==> src/hw/xgp_regs.svh <==
// Purpose: register offsets, fields and reset values of the external port
// Assumes: AXI4-Lite byte addresses, one 32-bit word per register
// Notes: definitions only
`ifndef XGP_REGS_SVH
`define XGP_REGS_SVH
`define XGP_CFG_OFF 12'h000
`define XGP_MAP_OFF 12'h004
`define XGP_RDADDR_OFF 12'h008
`define XGP_RDCNT_OFF 12'h00C
`define XGP_RDCTL_OFF 12'h010
`define XGP_RDDATA_OFF 12'h014
`define XGP_STAT_OFF 12'h018
`define XGP_WRDATA_OFF 12'h01C
`define XGP_WRADDR_OFF 12'h020
`define XGP_FIFOCFG_OFF 12'h024
`define XGP_ERR_OFF 12'h028
`define XGP_CFG_RST 32'h0000_0000
`define XGP_MAP_RST 8'h00
`define XGP_FIFOCFG_RST 8'h00
// config fields
`define XGP_CFG_CLKPIN 0
`define XGP_CFG_CLKGATE 1
`define XGP_CFG_RDYEN 2
`define XGP_CFG_FRAMEPIN 3
`define XGP_CFG_FRAME50 4
`define XGP_CFG_RDWR 5
`define XGP_CFG_WR2 6
`define XGP_CFG_RD2 7
`define XGP_CFG_ASIZE_LO 8
`define XGP_CFG_DSIZE_LO 10
`define XGP_CFG_WORD 12
`define XGP_CFG_CLKENA 13
`define XGP_CFG_FRAME_LO 16
`define XGP_CFG_WAIT_LO 24
// fifo config fields
`define XGP_FC_WRERR 0
`define XGP_FC_RDERR 1
`define XGP_FC_TXTRIG_LO 2
`define XGP_FC_RXTRIG_LO 4
// error bits
`define XGP_ERR_TIMEOUT 0
`define XGP_ERR_WRFULL 1
`define XGP_ERR_RDSTALL 2
`define XGP_WBUF_DEPTH 4
`define XGP_RFIFO_DEPTH 8
// interface clock: system clock divided by 8 (fixed)
`define XGP_LCLK_HALF 4
`endif

==> src/hw/xgp_pkg.sv <==
// Purpose: types shared by the external port files
// Assumes: nothing
// Notes: no constants here, see xgp_regs.svh
package xgp_pkg;
  typedef enum logic [2:0] {
    XGP_IDLE = 3'b000,
    XGP_SETUP = 3'b001,
    XGP_STROBE = 3'b011,
    XGP_SECOND = 3'b010,
    XGP_DONE = 3'b110
  } xgp_state_t;
  typedef struct packed {
    logic is_read;
    logic [31:0] addr;
    logic [31:0] data;
  } xgp_txn_t;
endpackage

==> src/hw/xgp_wbuf.sv <==
// Purpose: four-entry pending write buffer
// Assumes: same clock as the port core
// Notes: space output tells software how many writes go without stall
`timescale 1ns/100ps
`default_nettype none
`include "xgp_regs.svh"
module xgp_wbuf (
  input wire logic aclk,
  input wire logic aresetn,
  input wire logic ce,
  input wire logic push,
  input wire logic [63:0] push_data,
  input wire logic pop,
  output logic [63:0] head,
  output logic empty,
  output logic full,
  output logic [2:0] space
);
  logic [63:0] mem_q [0:3];
  logic [1:0] wp_q;
  logic [1:0] rp_q;
  logic [2:0] cnt_q;
  assign empty = (cnt_q == 3'h0);
  assign full = (cnt_q == 3'h4);
  assign space = 3'h4 - cnt_q;
  assign head = mem_q[rp_q];
  always_ff @(posedge aclk) begin
    if (ce && push && !full) begin
      mem_q[wp_q] <= push_data;
    end
  end
  always_ff @(posedge aclk) begin
    if (!aresetn) begin
      wp_q <= 2'h0;
      rp_q <= 2'h0;
      cnt_q <= 3'h0;
    end else if (ce) begin
      if (push && !full) begin
        wp_q <= wp_q + 2'h1;
      end
      if (pop && !empty) begin
        rp_q <= rp_q + 2'h1;
      end
      cnt_q <= cnt_q + {2'h0, push && !full} - {2'h0, pop && !empty};
    end
  end
endmodule
`default_nettype wire

==> src/hw/xgp_rfifo.sv <==
// Purpose: read FIFO for streaming reads
// Assumes: same clock as the port core
// Notes: level output is the count readable without stalling
`timescale 1ns/100ps
`default_nettype none
`include "xgp_regs.svh"
module xgp_rfifo (
  input wire logic aclk,
  input wire logic aresetn,
  input wire logic ce,
  input wire logic flush,
  input wire logic push,
  input wire logic [31:0] push_data,
  input wire logic pop,
  output logic [31:0] head,
  output logic empty,
  output logic full,
  output logic [3:0] level
);
  logic [31:0] mem_q [0:7];
  logic [2:0] wp_q;
  logic [2:0] rp_q;
  logic [3:0] cnt_q;
  assign empty = (cnt_q == 4'h0);
  assign full = (cnt_q == 4'h8);
  assign level = cnt_q;
  assign head = mem_q[rp_q];
  always_ff @(posedge aclk) begin
    if (ce && push && !full) begin
      mem_q[wp_q] <= push_data;
    end
  end
  always_ff @(posedge aclk) begin
    if (!aresetn || (ce && flush)) begin
      wp_q <= 3'h0;
      rp_q <= 3'h0;
      cnt_q <= 4'h0;
    end else if (ce) begin
      if (push && !full) begin
        wp_q <= wp_q + 3'h1;
      end
      if (pop && !empty) begin
        rp_q <= rp_q + 3'h1;
      end
      cnt_q <= cnt_q + {3'h0, push && !full} - {3'h0, pop && !empty};
    end
  end
endmodule
`default_nettype wire

==> src/hw/xgp_port.sv <==
// Purpose: general-purpose external bus port with AXI4-Lite registers
// Assumes: aclk 100 MHz; interface clock fixed at aclk/8
// Notes: window hits arrive on the map_* request port
//
// How it works
// - up to four writes queue; fifth stalls; free slots readable.
// - read engine fetches sequential addresses into the read FIFO.
// - streaming starts on software start, halts on software stop.
// - remaining item count of the stream is readable.
// - read FIFO level readable as items available now.
// - FIFO data popped as 32, 16 or 8 bit items.
// - trigger levels programmable; optional error on write or read stall.
// - each window sized 256B, 64KB, 16MB or 512MB.
// - peripheral base none/A0/C0, RAM base none/60/80.
// - interface clock optionally driven on its own pin.
// - gated clock stops when idle, otherwise runs freely.
// - ready input honoured when enabled, else always ready.
// - ready option ignored while clock gating is selected.
// - frame pin as half-duty wave or pulse when enabled.
// - frame length 0 to 15 clocks, ignored when framing off.
// - separate read and write strobes driven when selected.
// - reads and writes each optionally take two interface cycles.
// - address bus absent, 4, 12 or 20 bits.
// - data bus 8, 16, 24 or 32 bits.
// - word access steers bytes onto their lanes.
// - hold-off limit 0-255 clocks, zero forever, overrun aborts.
`timescale 1ns/100ps
`default_nettype none
`include "xgp_regs.svh"
module xgp_port (
  input wire logic aclk,
  input wire logic aresetn,
  input wire logic clk_en,
  input wire logic [11:0] s_axi_awaddr,
  input wire logic s_axi_awvalid,
  output logic s_axi_awready,
  input wire logic [31:0] s_axi_wdata,
  input wire logic [3:0] s_axi_wstrb,
  input wire logic s_axi_wvalid,
  output logic s_axi_wready,
  output logic [1:0] s_axi_bresp,
  output logic s_axi_bvalid,
  input wire logic s_axi_bready,
  input wire logic [11:0] s_axi_araddr,
  input wire logic s_axi_arvalid,
  output logic s_axi_arready,
  output logic [31:0] s_axi_rdata,
  output logic [1:0] s_axi_rresp,
  output logic s_axi_rvalid,
  input wire logic s_axi_rready,
  input wire logic [31:0] map_addr,
  input wire logic map_valid,
  output logic map_hit,
  output logic [19:0] ext_addr,
  output logic [31:0] ext_data_out,
  output logic ext_data_oe,
  input wire logic [31:0] ext_data_in,
  output logic ext_clk,
  output logic ext_frame,
  output logic ext_wr_strobe,
  output logic ext_rd_strobe,
  input wire logic peripheral_ready_in,
  input wire logic ext_clock_enable_in,
  output logic error_irq
);
  xgp_pkg::xgp_state_t st_q;
  logic [31:0] cfg_q;
  logic [7:0] map_q;
  logic [7:0] fcfg_q;
  logic [31:0] rd_addr_q;
  logic [15:0] rd_cnt_q;
  logic rd_run_q;
  logic [1:0] rd_size_q;
  logic [2:0] err_q;
  logic aw_q, w_q;
  logic [11:0] awaddr_q;
  logic [31:0] wdata_q;
  logic [31:0] wr_addr_q;
  logic [31:0] rdata_q;
  logic [1:0] rdy_s_q, cke_s_q;
  logic [31:0] din_s1_q, din_s2_q;
  logic [2:0] div_q;
  logic lclk_q;
  logic [3:0] frm_q;
  logic [7:0] wait_q;
  logic cyc2_q;
  xgp_pkg::xgp_txn_t cur_q;
  logic [63:0] wb_head;
  logic wb_empty, wb_full, wb_push, wb_pop;
  logic [2:0] wb_space;
  logic [31:0] rf_head;
  logic rf_empty, rf_full, rf_pop, rf_push, rf_flush;
  logic [3:0] rf_level;
  logic wr_go, rd_go, lrise, ready_ok, busy, timeout;
  function automatic logic [31:0] win_mask(input logic [1:0] sz);
    case (sz)
      2'h0: win_mask = 32'h0000_00FF;
      2'h1: win_mask = 32'h0000_FFFF;
      2'h2: win_mask = 32'h00FF_FFFF;
      default: win_mask = 32'h1FFF_FFFF;
    endcase
  endfunction
  // base address choice, zero means disabled
  function automatic logic [31:0] win_base(input logic [1:0] b,
                                           input logic ram);
    case (b)
      2'h1: win_base = ram ? 32'h6000_0000 : 32'hA000_0000;
      2'h2: win_base = ram ? 32'h8000_0000 : 32'hC000_0000;
      default: win_base = 32'h0000_0000;
    endcase
  endfunction
  function automatic logic win_hit(input logic [31:0] a,
                                   input logic [3:0] f, input logic ram);
    logic [31:0] b;
    b = win_base(f[3:2], ram);
    win_hit = (b != 32'h0) && ((a & ~win_mask(f[1:0])) == b);
  endfunction
  // map_q: [1:0] per size, [3:2] per base, [5:4] ram size, [7:6] ram base
  assign map_hit = map_valid &&
    (win_hit(map_addr, map_q[3:0], 1'b0) ||
     win_hit(map_addr, map_q[7:4], 1'b1));

  xgp_wbuf u_wbuf (
    .aclk(aclk),
    .aresetn(aresetn),
    .ce(clk_en),
    .push(wb_push),
    .push_data({wr_addr_q, wdata_q}),
    .pop(wb_pop),
    .head(wb_head),
    .empty(wb_empty),
    .full(wb_full),
    .space(wb_space)
  );
  xgp_rfifo u_rfifo (
    .aclk(aclk),
    .aresetn(aresetn),
    .ce(clk_en),
    .flush(rf_flush),
    .push(rf_push),
    .push_data(cur_q.data),
    .pop(rf_pop),
    .head(rf_head),
    .empty(rf_empty),
    .full(rf_full),
    .level(rf_level)
  );

  // pins from another domain pass two flops first
  always_ff @(posedge aclk) begin
    if (!aresetn) begin
      rdy_s_q <= 2'h0;
      cke_s_q <= 2'h0;
      din_s1_q <= 32'h0000_0000;
      din_s2_q <= 32'h0000_0000;
    end else if (clk_en) begin
      rdy_s_q <= {rdy_s_q[0], peripheral_ready_in};
      cke_s_q <= {cke_s_q[0], ext_clock_enable_in};
      din_s1_q <= ext_data_in;
      din_s2_q <= din_s1_q;
    end
  end

  // AXI write path: address and data in either order
  logic wr_fire;
  logic [11:0] wa;
  assign s_axi_awready = !aw_q && !s_axi_bvalid;
  assign s_axi_wready = !w_q && !s_axi_bvalid;
  assign wa = awaddr_q;
  // data writes stall (no response) while buffer full
  assign wr_fire = aw_q && w_q && !s_axi_bvalid &&
    !(wa == `XGP_WRDATA_OFF && wb_full);
  assign wb_push = wr_fire && wa == `XGP_WRDATA_OFF;
  assign s_axi_bresp = 2'h0;
  always_ff @(posedge aclk) begin
    if (!aresetn) begin
      aw_q <= 1'b0;
      w_q <= 1'b0;
      awaddr_q <= 12'h000;
      wdata_q <= 32'h0000_0000;
      s_axi_bvalid <= 1'b0;
    end else if (clk_en) begin
      if (s_axi_awvalid && s_axi_awready) begin
        aw_q <= 1'b1;
        awaddr_q <= s_axi_awaddr;
      end
      if (s_axi_wvalid && s_axi_wready) begin
        w_q <= 1'b1;
        wdata_q <= s_axi_wdata;
      end
      if (wr_fire) begin
        aw_q <= 1'b0;
        w_q <= 1'b0;
        s_axi_bvalid <= 1'b1;
      end else if (s_axi_bvalid && s_axi_bready) begin
        s_axi_bvalid <= 1'b0;
      end
    end
  end

  // register writes; wstrb ignored, full words only
  logic stop_req, start_req;
  assign start_req = wr_fire && wa == `XGP_RDCTL_OFF && wdata_q[0];
  assign stop_req = wr_fire && wa == `XGP_RDCTL_OFF && wdata_q[1];
  assign rf_flush = start_req;
  always_ff @(posedge aclk) begin
    if (!aresetn) begin
      cfg_q <= `XGP_CFG_RST;
      map_q <= `XGP_MAP_RST;
      fcfg_q <= `XGP_FIFOCFG_RST;
      wr_addr_q <= 32'h0000_0000;
      rd_size_q <= 2'h0;
    end else if (clk_en && wr_fire) begin
      case (wa)
        `XGP_CFG_OFF: cfg_q <= wdata_q;
        `XGP_MAP_OFF: map_q <= wdata_q[7:0];
        `XGP_FIFOCFG_OFF: fcfg_q <= wdata_q[7:0];
        `XGP_WRADDR_OFF: wr_addr_q <= wdata_q;
        `XGP_RDCTL_OFF: rd_size_q <= wdata_q[5:4];
        default: ;
      endcase
    end
  end

  // AXI read path; rdata from flops
  assign s_axi_arready = !s_axi_rvalid;
  assign s_axi_rresp = 2'h0;
  assign s_axi_rdata = rdata_q;
  // pop one item per data read, sized by rd_size_q
  assign rf_pop = s_axi_arvalid && s_axi_arready &&
    s_axi_araddr == `XGP_RDDATA_OFF;
  logic [31:0] rd_mux;
  always_comb begin
    rd_mux = 32'h0000_0000;
    case (s_axi_araddr)
      `XGP_CFG_OFF: rd_mux = cfg_q;
      `XGP_MAP_OFF: rd_mux = {24'h0, map_q};
      `XGP_RDADDR_OFF: rd_mux = rd_addr_q;
      `XGP_RDCNT_OFF: rd_mux = {16'h0, rd_cnt_q};
      `XGP_RDCTL_OFF: rd_mux = {26'h0, rd_size_q, 3'h0, rd_run_q};
      `XGP_RDDATA_OFF: begin
        case (rd_size_q)
          2'h1: rd_mux = {16'h0, rf_head[15:0]};
          2'h2: rd_mux = {24'h0, rf_head[7:0]};
          default: rd_mux = rf_head;
        endcase
      end
      `XGP_STAT_OFF: rd_mux = {20'h0, rf_level, 5'h0, wb_space};
      `XGP_FIFOCFG_OFF: rd_mux = {24'h0, fcfg_q};
      `XGP_WRADDR_OFF: rd_mux = wr_addr_q;
      `XGP_ERR_OFF: rd_mux = {29'h0, err_q};
      default: rd_mux = 32'h0000_0000;
    endcase
  end
  always_ff @(posedge aclk) begin
    if (!aresetn) begin
      s_axi_rvalid <= 1'b0;
      rdata_q <= 32'h0000_0000;
    end else if (clk_en) begin
      if (s_axi_arvalid && s_axi_arready) begin
        s_axi_rvalid <= 1'b1;
        rdata_q <= rd_mux;
      end else if (s_axi_rready) begin
        s_axi_rvalid <= 1'b0;
      end
    end
  end

  // interface clock from divider
  always_ff @(posedge aclk) begin
    if (!aresetn) begin
      div_q <= 3'h0;
      lclk_q <= 1'b0;
    end else if (clk_en) begin
      // gated clock parks low while idle
      // restarts as soon as a transaction is pending
      if (cfg_q[`XGP_CFG_CLKGATE] && !busy && st_q == xgp_pkg::XGP_IDLE) begin
        div_q <= 3'h0;
        lclk_q <= 1'b0;
      end else if (div_q == 3'(`XGP_LCLK_HALF - 1)) begin
        div_q <= 3'h0;
        lclk_q <= !lclk_q;
      end else begin
        div_q <= div_q + 3'h1;
      end
    end
  end
  assign lrise = !lclk_q && div_q == 3'(`XGP_LCLK_HALF - 1);
  // clock driven out only when selected
  assign ext_clk = cfg_q[`XGP_CFG_CLKPIN] & lclk_q;

  // ready honoured only with free-running clock
  assign ready_ok = !(cfg_q[`XGP_CFG_RDYEN] && !cfg_q[`XGP_CFG_CLKGATE])
    || rdy_s_q[1];
  // external clock enable holds off the bus
  logic held;
  assign held = cfg_q[`XGP_CFG_CLKENA] && !cke_s_q[1];
  assign timeout = held && cfg_q[`XGP_CFG_WAIT_LO +: 8] != 8'h00 &&
    wait_q == cfg_q[`XGP_CFG_WAIT_LO +: 8];
  // writes have priority over stream reads
  assign wr_go = !wb_empty;
  // stream read issued while running and FIFO has room
  assign rd_go = rd_run_q && rd_cnt_q != 16'h0 && !rf_full;
  assign busy = wr_go || rd_go;
  assign wb_pop = lrise && st_q == xgp_pkg::XGP_IDLE && wr_go;
  assign rf_push = lrise && st_q == xgp_pkg::XGP_DONE && cur_q.is_read;

  // byte lane steering for word access
  function automatic logic [31:0] lane(input logic [31:0] d,
                                       input logic [1:0] a, input logic en);
    lane = en ? (d << {a, 3'h0}) : d;
  endfunction
  function automatic logic [31:0] dmask(input logic [1:0] ds);
    case (ds)
      2'h0: dmask = 32'h0000_00FF;
      2'h1: dmask = 32'h0000_FFFF;
      2'h2: dmask = 32'h00FF_FFFF;
      default: dmask = 32'hFFFF_FFFF;
    endcase
  endfunction

  // bus cycle engine stepping on interface clock rises
  always_ff @(posedge aclk) begin
    if (!aresetn) begin
      st_q <= xgp_pkg::XGP_IDLE;
      cur_q <= '0;
      wait_q <= 8'h00;
      cyc2_q <= 1'b0;
    end else if (clk_en && lrise) begin
      case (st_q)
        xgp_pkg::XGP_IDLE: begin
          wait_q <= 8'h00;
          if (wr_go) begin
            cur_q <= '{is_read: 1'b0, addr: wb_head[63:32],
                       data: wb_head[31:0]};
            st_q <= xgp_pkg::XGP_SETUP;
          end else if (rd_go) begin
            cur_q <= '{is_read: 1'b1, addr: rd_addr_q, data: 32'h0};
            st_q <= xgp_pkg::XGP_SETUP;
          end
        end
        xgp_pkg::XGP_SETUP: begin
          if (timeout) begin
            st_q <= xgp_pkg::XGP_IDLE;
          end else if (held) begin
            wait_q <= wait_q + 8'h01;
          end else begin
            cyc2_q <= cur_q.is_read ? cfg_q[`XGP_CFG_RD2] :
                      cfg_q[`XGP_CFG_WR2];
            st_q <= xgp_pkg::XGP_STROBE;
          end
        end
        xgp_pkg::XGP_STROBE: begin
          if (ready_ok) begin
            st_q <= cyc2_q ? xgp_pkg::XGP_SECOND : xgp_pkg::XGP_DONE;
            cur_q.data <= cur_q.is_read ?
              (din_s2_q & dmask(cfg_q[`XGP_CFG_DSIZE_LO +: 2])) :
              cur_q.data;
          end
        end
        xgp_pkg::XGP_SECOND: st_q <= xgp_pkg::XGP_DONE;
        xgp_pkg::XGP_DONE: st_q <= xgp_pkg::XGP_IDLE;
        default: st_q <= xgp_pkg::XGP_IDLE;
      endcase
    end
  end

  // stream start and stop; address advances per item
  always_ff @(posedge aclk) begin
    if (!aresetn) begin
      rd_run_q <= 1'b0;
      rd_cnt_q <= 16'h0000;
      rd_addr_q <= 32'h0000_0000;
    end else if (clk_en) begin
      if (stop_req) begin
        rd_run_q <= 1'b0;
      end else if (start_req) begin
        rd_run_q <= 1'b1;
        rd_cnt_q <= wdata_q[31:16];
      end else if (wr_fire && wa == `XGP_RDADDR_OFF) begin
        rd_addr_q <= wdata_q;
      end else if (rf_push) begin
        rd_addr_q <= rd_addr_q + 32'h1;
        rd_cnt_q <= rd_cnt_q - 16'h1;
        if (rd_cnt_q == 16'h1) begin
          rd_run_q <= 1'b0;
        end
      end
    end
  end

  // sticky errors; set beats software clear
  logic [2:0] err_set;
  assign err_set = {
    fcfg_q[`XGP_FC_RDERR] && rd_run_q && wr_go && rd_cnt_q != 16'h0,
    fcfg_q[`XGP_FC_WRERR] && aw_q && w_q && wa == `XGP_WRDATA_OFF &&
      wb_full,
    clk_en && lrise && st_q == xgp_pkg::XGP_SETUP && timeout};
  always_ff @(posedge aclk) begin
    if (!aresetn) begin
      err_q <= 3'h0;
    end else if (clk_en) begin
      if (wr_fire && wa == `XGP_ERR_OFF) begin
        err_q <= (err_q & ~wdata_q[2:0]) | err_set;
      end else begin
        err_q <= err_q | err_set;
      end
    end
  end
  // error line combines sticky errors and trigger levels
  assign error_irq = (err_q != 3'h0) ||
    (fcfg_q[`XGP_FC_RXTRIG_LO +: 2] != 2'h0 &&
     rf_level >= {fcfg_q[`XGP_FC_RXTRIG_LO +: 2], 2'h0}) ||
    (fcfg_q[`XGP_FC_TXTRIG_LO +: 2] != 2'h0 &&
     wb_space >= {1'b0, fcfg_q[`XGP_FC_TXTRIG_LO +: 2]});

  // frame length counter, ignored without framing
  always_ff @(posedge aclk) begin
    if (!aresetn) begin
      frm_q <= 4'h0;
      ext_frame <= 1'b0;
    end else if (clk_en && lrise) begin
      if (!cfg_q[`XGP_CFG_FRAMEPIN]) begin
        frm_q <= 4'h0;
        ext_frame <= 1'b0;
      end else if (st_q == xgp_pkg::XGP_SETUP && !held) begin
        frm_q <= cfg_q[`XGP_CFG_FRAME_LO +: 4];
        ext_frame <= 1'b1;
      end else if (frm_q != 4'h0) begin
        frm_q <= frm_q - 4'h1;
        // pulse lasts one interface clock, half-duty the whole count
        if (!cfg_q[`XGP_CFG_FRAME50] || frm_q == 4'h1) begin
          ext_frame <= 1'b0;
        end
      end else begin
        ext_frame <= 1'b0;
      end
    end
  end

  // pins from flops
  always_ff @(posedge aclk) begin
    if (!aresetn) begin
      ext_addr <= 20'h00000;
      ext_data_out <= 32'h0000_0000;
      ext_data_oe <= 1'b0;
      ext_wr_strobe <= 1'b0;
      ext_rd_strobe <= 1'b0;
    end else if (clk_en) begin
      // address width 0, 4, 12 or 20
      case (cfg_q[`XGP_CFG_ASIZE_LO +: 2])
        2'h1: ext_addr <= {16'h0, cur_q.addr[3:0]};
        2'h2: ext_addr <= {8'h0, cur_q.addr[11:0]};
        2'h3: ext_addr <= cur_q.addr[19:0];
        default: ext_addr <= 20'h00000;
      endcase
      ext_data_out <= lane(cur_q.data, cur_q.addr[1:0],
        cfg_q[`XGP_CFG_WORD]) & dmask(cfg_q[`XGP_CFG_DSIZE_LO +: 2]);
      ext_data_oe <= !cur_q.is_read && st_q != xgp_pkg::XGP_IDLE;
      ext_wr_strobe <= cfg_q[`XGP_CFG_RDWR] && !cur_q.is_read &&
        (st_q == xgp_pkg::XGP_STROBE || st_q == xgp_pkg::XGP_SECOND);
      ext_rd_strobe <= cfg_q[`XGP_CFG_RDWR] && cur_q.is_read &&
        (st_q == xgp_pkg::XGP_STROBE || st_q == xgp_pkg::XGP_SECOND);
    end
  end
endmodule
`default_nettype wire

==> config.mk <==
export PLATFORM = sky130hd
export DESIGN_NAME = xgp_port
export DESIGN_NICKNAME = d
export VERILOG_FILES = /design/src/hw/xgp_pkg.sv /design/src/hw/xgp_wbuf.sv /design/src/hw/xgp_rfifo.sv /design/src/hw/xgp_port.sv
export VERILOG_INCLUDE_DIRS = /design/src /design/src/hw
export SDC_FILE = /design/constraint.sdc
export NUM_CORES = 1
export LEC_CHECK = 0
export BUFFER_PORTS_ARGS = -buffer_cell sky130_fd_sc_hd__buf_2
export CELL_PAD_IN_SITES_DETAIL_PLACEMENT = 2
export CELL_PAD_IN_SITES_GLOBAL_PLACEMENT = 2
export CORE_AREA = 8 8 325 327
export DETAILED_ROUTE_END_ITERATION = 10
export DIE_AREA = 0 0 333 335
export PLACE_DENSITY_LB_ADDON = 0.25
export SETUP_SLACK_MARGIN = 0.3
export SLEW_MARGIN = 20
export SYNTH_ARGS = -nofsm -noshare
export SYNTH_HDL_FRONTEND = slang
export SYNTH_SLANG_ARGS = --single-unit
==> constraint.sdc <==
create_clock -name aclk -period 9.65 [get_ports aclk]
set_input_delay 0.965 -clock aclk [delete_from_list [all_inputs] [get_ports aclk]]
set_output_delay 0.965 -clock aclk [all_outputs]
set_load 0.05 [all_outputs]
======== Yosys cells after proc, flatten, opt, wreduce, memory -nomap -nowiden ========
Memories as Yosys holds them, arrays and structs flattened. A register that Yosys moved wholly into a read port is not among the register bits.
Index checks and enable logic that the tools add are counted.
W data, S select, Z words.
storage, ports and cells
  logic and storage cells ................. 340
  flip-flop bits (word level) ............. 428
  memories ................................ 2
  input port bits ......................... 135
  RAM bits ................................ 512
memory list
  name           depth  bits a word  read ports  clocked after memory_dff  wr ports  RTL line         text
  u_rfifo.mem_q  8      32           1           1                         1         xgp_rfifo.sv:20  logic [31:0] mem_q [0:7];
  u_wbuf.mem_q   4      64           1           1                         1         xgp_wbuf.sv:19   logic [63:0] mem_q [0:3];
cells by class
  reduce and logical (&&, ||, !) cells .... 142
  shift-type cells ........................ 1
  equality and inequality tests ........... 54
  bitwise logic cells ..................... 15
  add/subtract/negate cells ............... 14
  magnitude comparators ................... 2
  mux-type cells .......................... 69
operators by type and width
  kind                     count
  $mux W32                 11
  $pmux W32 S10            1
  $pmux W32 S2             4
  $pmux W29 S3             2
  $mux W65                 2
  $and A32 B32 Y32         4
  $pmux W32 S3             1
  $eq A12 B6 Y1 const B    6
  $eq A32 B32 Y1           2
  $not A32 Y32             2
  $reduce_bool A32 Y1      2
  $logic_and A1 B1 Y1      61
  $eq A12 B5 Y1 const B    5
  $pmux W20 S3             1
  $mux W16                 3
  $reduce_and A2 Y1        19
  $eq A12 B4 Y1 const B    3
  $mux W3                  11
  $add A32 B1 Y32 const B  1
  $shl A32 B5 Y32          1
  $eq A12 B3 Y1 const B    2
  $logic_not A12 Y1        2
  $mux W1                  24
  $reduce_and A4 Y1        6
  other kinds (49)         121

======== Longest topological paths before layout ========
  depth in word-level cells ............... 12
  gate-level depth with buffers ........... 15
  depth with buffers taken out ............ 15

======== Modules after synthesis ========
A second synthesis with hierarchy kept.
unflattened totals
  cells, all modules ...................... 3,167
  area total of the unflattened synthesis .. 39,178.8 um2
by module, submodules not included
  module     area each (um2)  cells an instance  instances
  xgp_port   18,813.0         2,317              1
  xgp_rfifo  10,502.6         459                1
  xgp_wbuf   9,863.2          391                1

======== Worst setup path before layout ========
OpenSTA, ideal clock, no wires.
  path kind ............................... input to register
  start point ............................. input clk_en
  end point ............................... memory u_rfifo.mem_q[4][0], in the netlist u_rfifo.mem_q[2][0] (enable)
  setup slack ............................. 5.086 ns
  stages .................................. 5
  arrival time ............................ 4.103 ns
  data required time ...................... 9.189 ns
  buffers on the path ..................... 3
  path through ............................ buf_2 > clkbuf_1 > clkbuf_1 > nand4_1 > nor3_1
on the way
  longest elaborated chain between the ends .. 4
ends and longest elaborated chain
  item                               RTL line         text
  start, declared                    xgp_port.sv:33   input wire logic clk_en,
  $logic_and A1 B1 Y1 (2 in series)  xgp_rfifo.sv:29  if (ce && push && !full) begin
  $mux W1                            xgp_rfifo.sv:29
  $mux W1 (implied by the code)      xgp_rfifo.sv:30  mem_q[wp_q] <= push_data;
  end, declared                      xgp_rfifo.sv:20
Every way passes these cells.

======== Worst setup path in the final report ========
  start point ............................. register map_q[3]
  end point ............................... output map_hit
on the way
  longest elaborated chain between the ends .. 6
  elaborated cells between the ends (all ways) .. 8
ends and longest elaborated chain
  item                                                   RTL line         text
  start, declared                                        xgp_port.sv:68   logic [7:0] map_q;
  start signal, assigned                                 xgp_port.sv:209  map_q <= `XGP_MAP_RST;
  start signal, assigned                                 xgp_port.sv:216  `XGP_MAP_OFF: map_q <= wdata_q[7:0];
  $eq A2 B2 Y1 or $eq A2 B1 Y1 (tied branches)           xgp_port.sv:106  case (b)
  $pmux W32 S2 (*)                                       xgp_port.sv:106
  $eq A32 B32 Y1 or $reduce_bool A32 Y1 (tied branches)  xgp_port.sv:116  win_hit = (b != 32'h0) && ((a & ~win_mask(f[1:0])) == b);
  $logic_and A1 B1 Y1 (*)                                xgp_port.sv:116
  $logic_or A1 B1 Y1 (*)                                 xgp_port.sv:120  (win_hit(map_addr, map_q[3:0], 1'b0) ||
  $logic_and A1 B1 Y1 (*)                                xgp_port.sv:119  assign map_hit = map_valid &&
  end, declared                                          xgp_port.sv:53   output logic map_hit,
Mark *: on every way between the ends. The rest lies on a longest branch, timed or not.

==> results_dict.tcl <==
set metrics [dict create \
    rsz0062_at_grt "false" \
    fin_crit_sh_pct 42.6 \
    antenna_left 0 \
    drt_first_pass_iters 5 \
    cts_sinks 897 \
    drc 0 \
    grt-ovfl-total 0 \
    vdd_drop_max_mv 0.108 \
    grt_usage_pct 25.1 \
    port_buffers 218 \
    insertion_delay_ns 0.69 \
    slew_headroom_pct 16.1 \
    critPathCaptureType "output port" \
    setup.worst_path.class "flip-flop to output port" \
    hold_viol_final 0 \
    ys_async_sr_fraction_pct 0 \
    numCtsBuffers 97 \
    worstMarginPinSlew_ns 1.26 \
    avgSynthCellArea_um2 11.9 \
    drv_slew 0 \
    cts_tree "yes" \
    clkTransAtPathRegs_ns 0.06 \
    drt-vias-per-instance 5.92 \
    diodes 0 \
    hold_class "flip-flop to flip-flop" \
    seq_area_frac_synth_pct 59.7 \
    post_cts_buffers 0 \
    syn_area_um2 37800 \
    stdcell_area_um2 43600 \
    critPathBufInv 2 \
    wl_per_cell_um 30.6 \
    cts_hold_buf 0 \
    post_cts_resized 0 \
    min_period_ns 4.11 \
    skew_ns 0.0294 \
    dieArea_um2 112000 \
    vias 27900 \
    grt_pass1_wl_mm 210 \
    die_h_um 335 \
    powerDensity_nw_per_um2 192 \
    maxCapViolations 0 \
    synth_cells 3183 \
    grt_pass1_vias 30200 \
    layout-drive-gt1-share_pct 18.8 \
    area_growth_pct 15.2 \
    path_max_fanout 4 \
    cts_buffer_depth 3 \
    antenna_found_initial 5 \
    fp.dieW_um 333 \
    gp_routability_congestion 0.881 \
    synth_top_flop_cell "edfxtp_1" \
    yosysWarnings 0 \
    tns_ns 0 \
    setup_viol 0 \
    cp-start-kind "flip-flop" \
    clockRootBuffer "clkbuf_16" \
    fp-row-count 117 \
    synth-edff-count 464 \
    io_pins 235 \
    cpMaxStageDelayCell "nor4b_1" \
    h-tree-depth 3 \
    drt_iter0_drc 2165 \
    placed_area_um2 40200 \
    cp.arrival_ns 3.15 \
    hold_ws_ns 0.460 \
    slowest_delay_ns 0.72 \
    synth_seq_cells 897 \
    synth.distinct_cells 90 \
    dp_hpwl_mm 99.1 \
    max_freq_mhz 243 \
    core-area_um2 101000 \
    crit_chain "inv_1 > ha_1 > xor2_1 > nor4b_1 > o221ai_1 > a21boi_0 > buf_2" \
    status "complete, no violations" \
    start_util_pct 37.6 \
    required_ns 8.69 \
    power.leakage_nw 15.6 \
    crit_family "simple AND/OR/NAND/NOR gates" \
    post-route-util_pct 43.3 \
    wl_mm 144 \
    grt_max_degree 155 \
    finalNetCount 3494 \
    n_fill_cell 10100 \
]
-- per-layer routing --
layer	track usage, %	vias up	wire length [um]
met1	32.2	14600	60400
met3	3.30	236	7380
met4	8.76	0	4810
met5	0	-	0
li1	-	12200	-
met2	43.6	878	71600
-- per-stage QoR --
| stage | power, W | cells | setup WS (ns) |
|---|---|---|---|
| 5_1_grt | 0.00857 | 4715 | 5.34 |
| 3_5_place_dp | 0.00442 | 4533 | 4.96 |
| 4_1_cts | 0.00842 | 4715 | 5.56 |
| 2_1_floorplan | 0.00428 | 3186 | 5.09 |
| 6_report | 0.00835 | 4715 | 5.54 |
| 3_3_place_gp | 0.00441 | 4533 | 5.06 |
-- registers in the layout (all words and copies together), names as in the netlist, 12 cells and up, named ones only --
register,flops
u_rfifo.mem_q,256
u_wbuf.mem_q,208
cur_q,53
cfg_q,32
din_s1_q,32
din_s2_q,32
ext_data_out,32
rd_addr_q,32
s_axi_rdata,32
wdata_q,32
wr_addr_q,32
ext_addr,20
rd_cnt_q,16
awaddr_q,12
-- final cells by class --
class,instances,area (um2),area share (%)
Timing Repair Buffer,269,1500,3.43
Inverter,44,173,0.396
Clock inverter,52,693,1.59
Sequential cell,897,22600,51.9
Tap cell,1309,1640,3.76
Clock buffer,130,2720,6.24
Multi-Input combinational cell,2014,14300,32.7
-- worst min-delay path, stage by stage (launching register included) --
cell	delay, ns
dfxtp_1	0.31
nand2_1	0.05
a21oi_1	0.05
-- power by group --
| group | switching, W | leakage (nW) | internal, W |
|---|---|---|---|
| clock network | 0.00160 | 1.67 | 0.00241 |
| logic | 0.000197 | 5.40 | 0.0000828 |
| registers | 0.0000545 | 8.51 | 0.00401 |
| total | 0.00185 | 15.6 | 0.00650 |
-- synthesized netlist by cell type, drive strengths merged (43+ instances only) --
library cell | count | area (um2)
a211oi | 50 | 375
a21oi | 215 | 1080
a22oi | 76 | 571
buf | 53 | 250
clkbuf | 178 | 668
dfxtp | 433 | 8670
edfxtp | 464 | 13900
inv | 43 | 161
mux2i | 153 | 1530
mux4 | 117 | 2640
nand2 | 454 | 1700
nand3 | 71 | 355
nor2 | 220 | 826
nor3 | 73 | 375
o21ai | 64 | 320
-- placed cells by master, fill, tap and decap left out, types with 13 or more instances in the layout --
master / n
o21ai_0: 59
nor2b_1: 13
inv_1: 41
nor4_1: 22
ha_1: 34
buf_2: 216
mux4_2: 117
nand2b_1: 23
and2_1: 23
o22ai_1: 13
and3_1: 13
mux2_2: 38
clkinv_2: 16
bufinv_16: 16
o211ai_1: 14
a31oi_1: 13
edfxtp_1: 464
clkbuf_16: 101
a22oi_1: 76
nand2_1: 454
a211oi_1: 50
a2bb2oi_1: 18
xor2_1: 15
a22o_1: 13
a21oi_1: 214
clkbuf_1: 19
buf_4: 51
a221o_1: 14
o31a_1: 14
nand3_1: 71
nand4_1: 38
mux2i_1: 153
nor2_1: 210
dfxtp_1: 429
nor3_1: 68
-- path summary, 6_finish.rpt --
check / start / end / slack (ns) / cells after the start
worst max-delay path: map_q[3] / map_hit / 5.54 / 7
worst min-delay path: wr_addr_q[30] / wr_addr_q[30] / 0.46 / 2
worst max register to register: u_wbuf.cnt_q[0] / u_wbuf.cnt_q[2] / 5.85 / 17
worst min register to register: wr_addr_q[30] / wr_addr_q[30] / 0.46 / 2
-- cells by family (layout without fill, tap and decap cells) --
kind of cell	after synthesis	count (layout)	share of synthesized area, %
XOR/XNOR	22	22	0.509
AO/OA/AOI/OAI	621	621	11.1
AND/OR/NAND/NOR	1023	1023	12.4
other	1	4	0.00991
buffers and inverters	275	495	2.86
multiplexers	308	308	12.1
adder cells (fa/ha/maj)	36	36	1.23
flip-flops	897	897	59.7
Note: power is estimated with default switching activity, not from simulation.
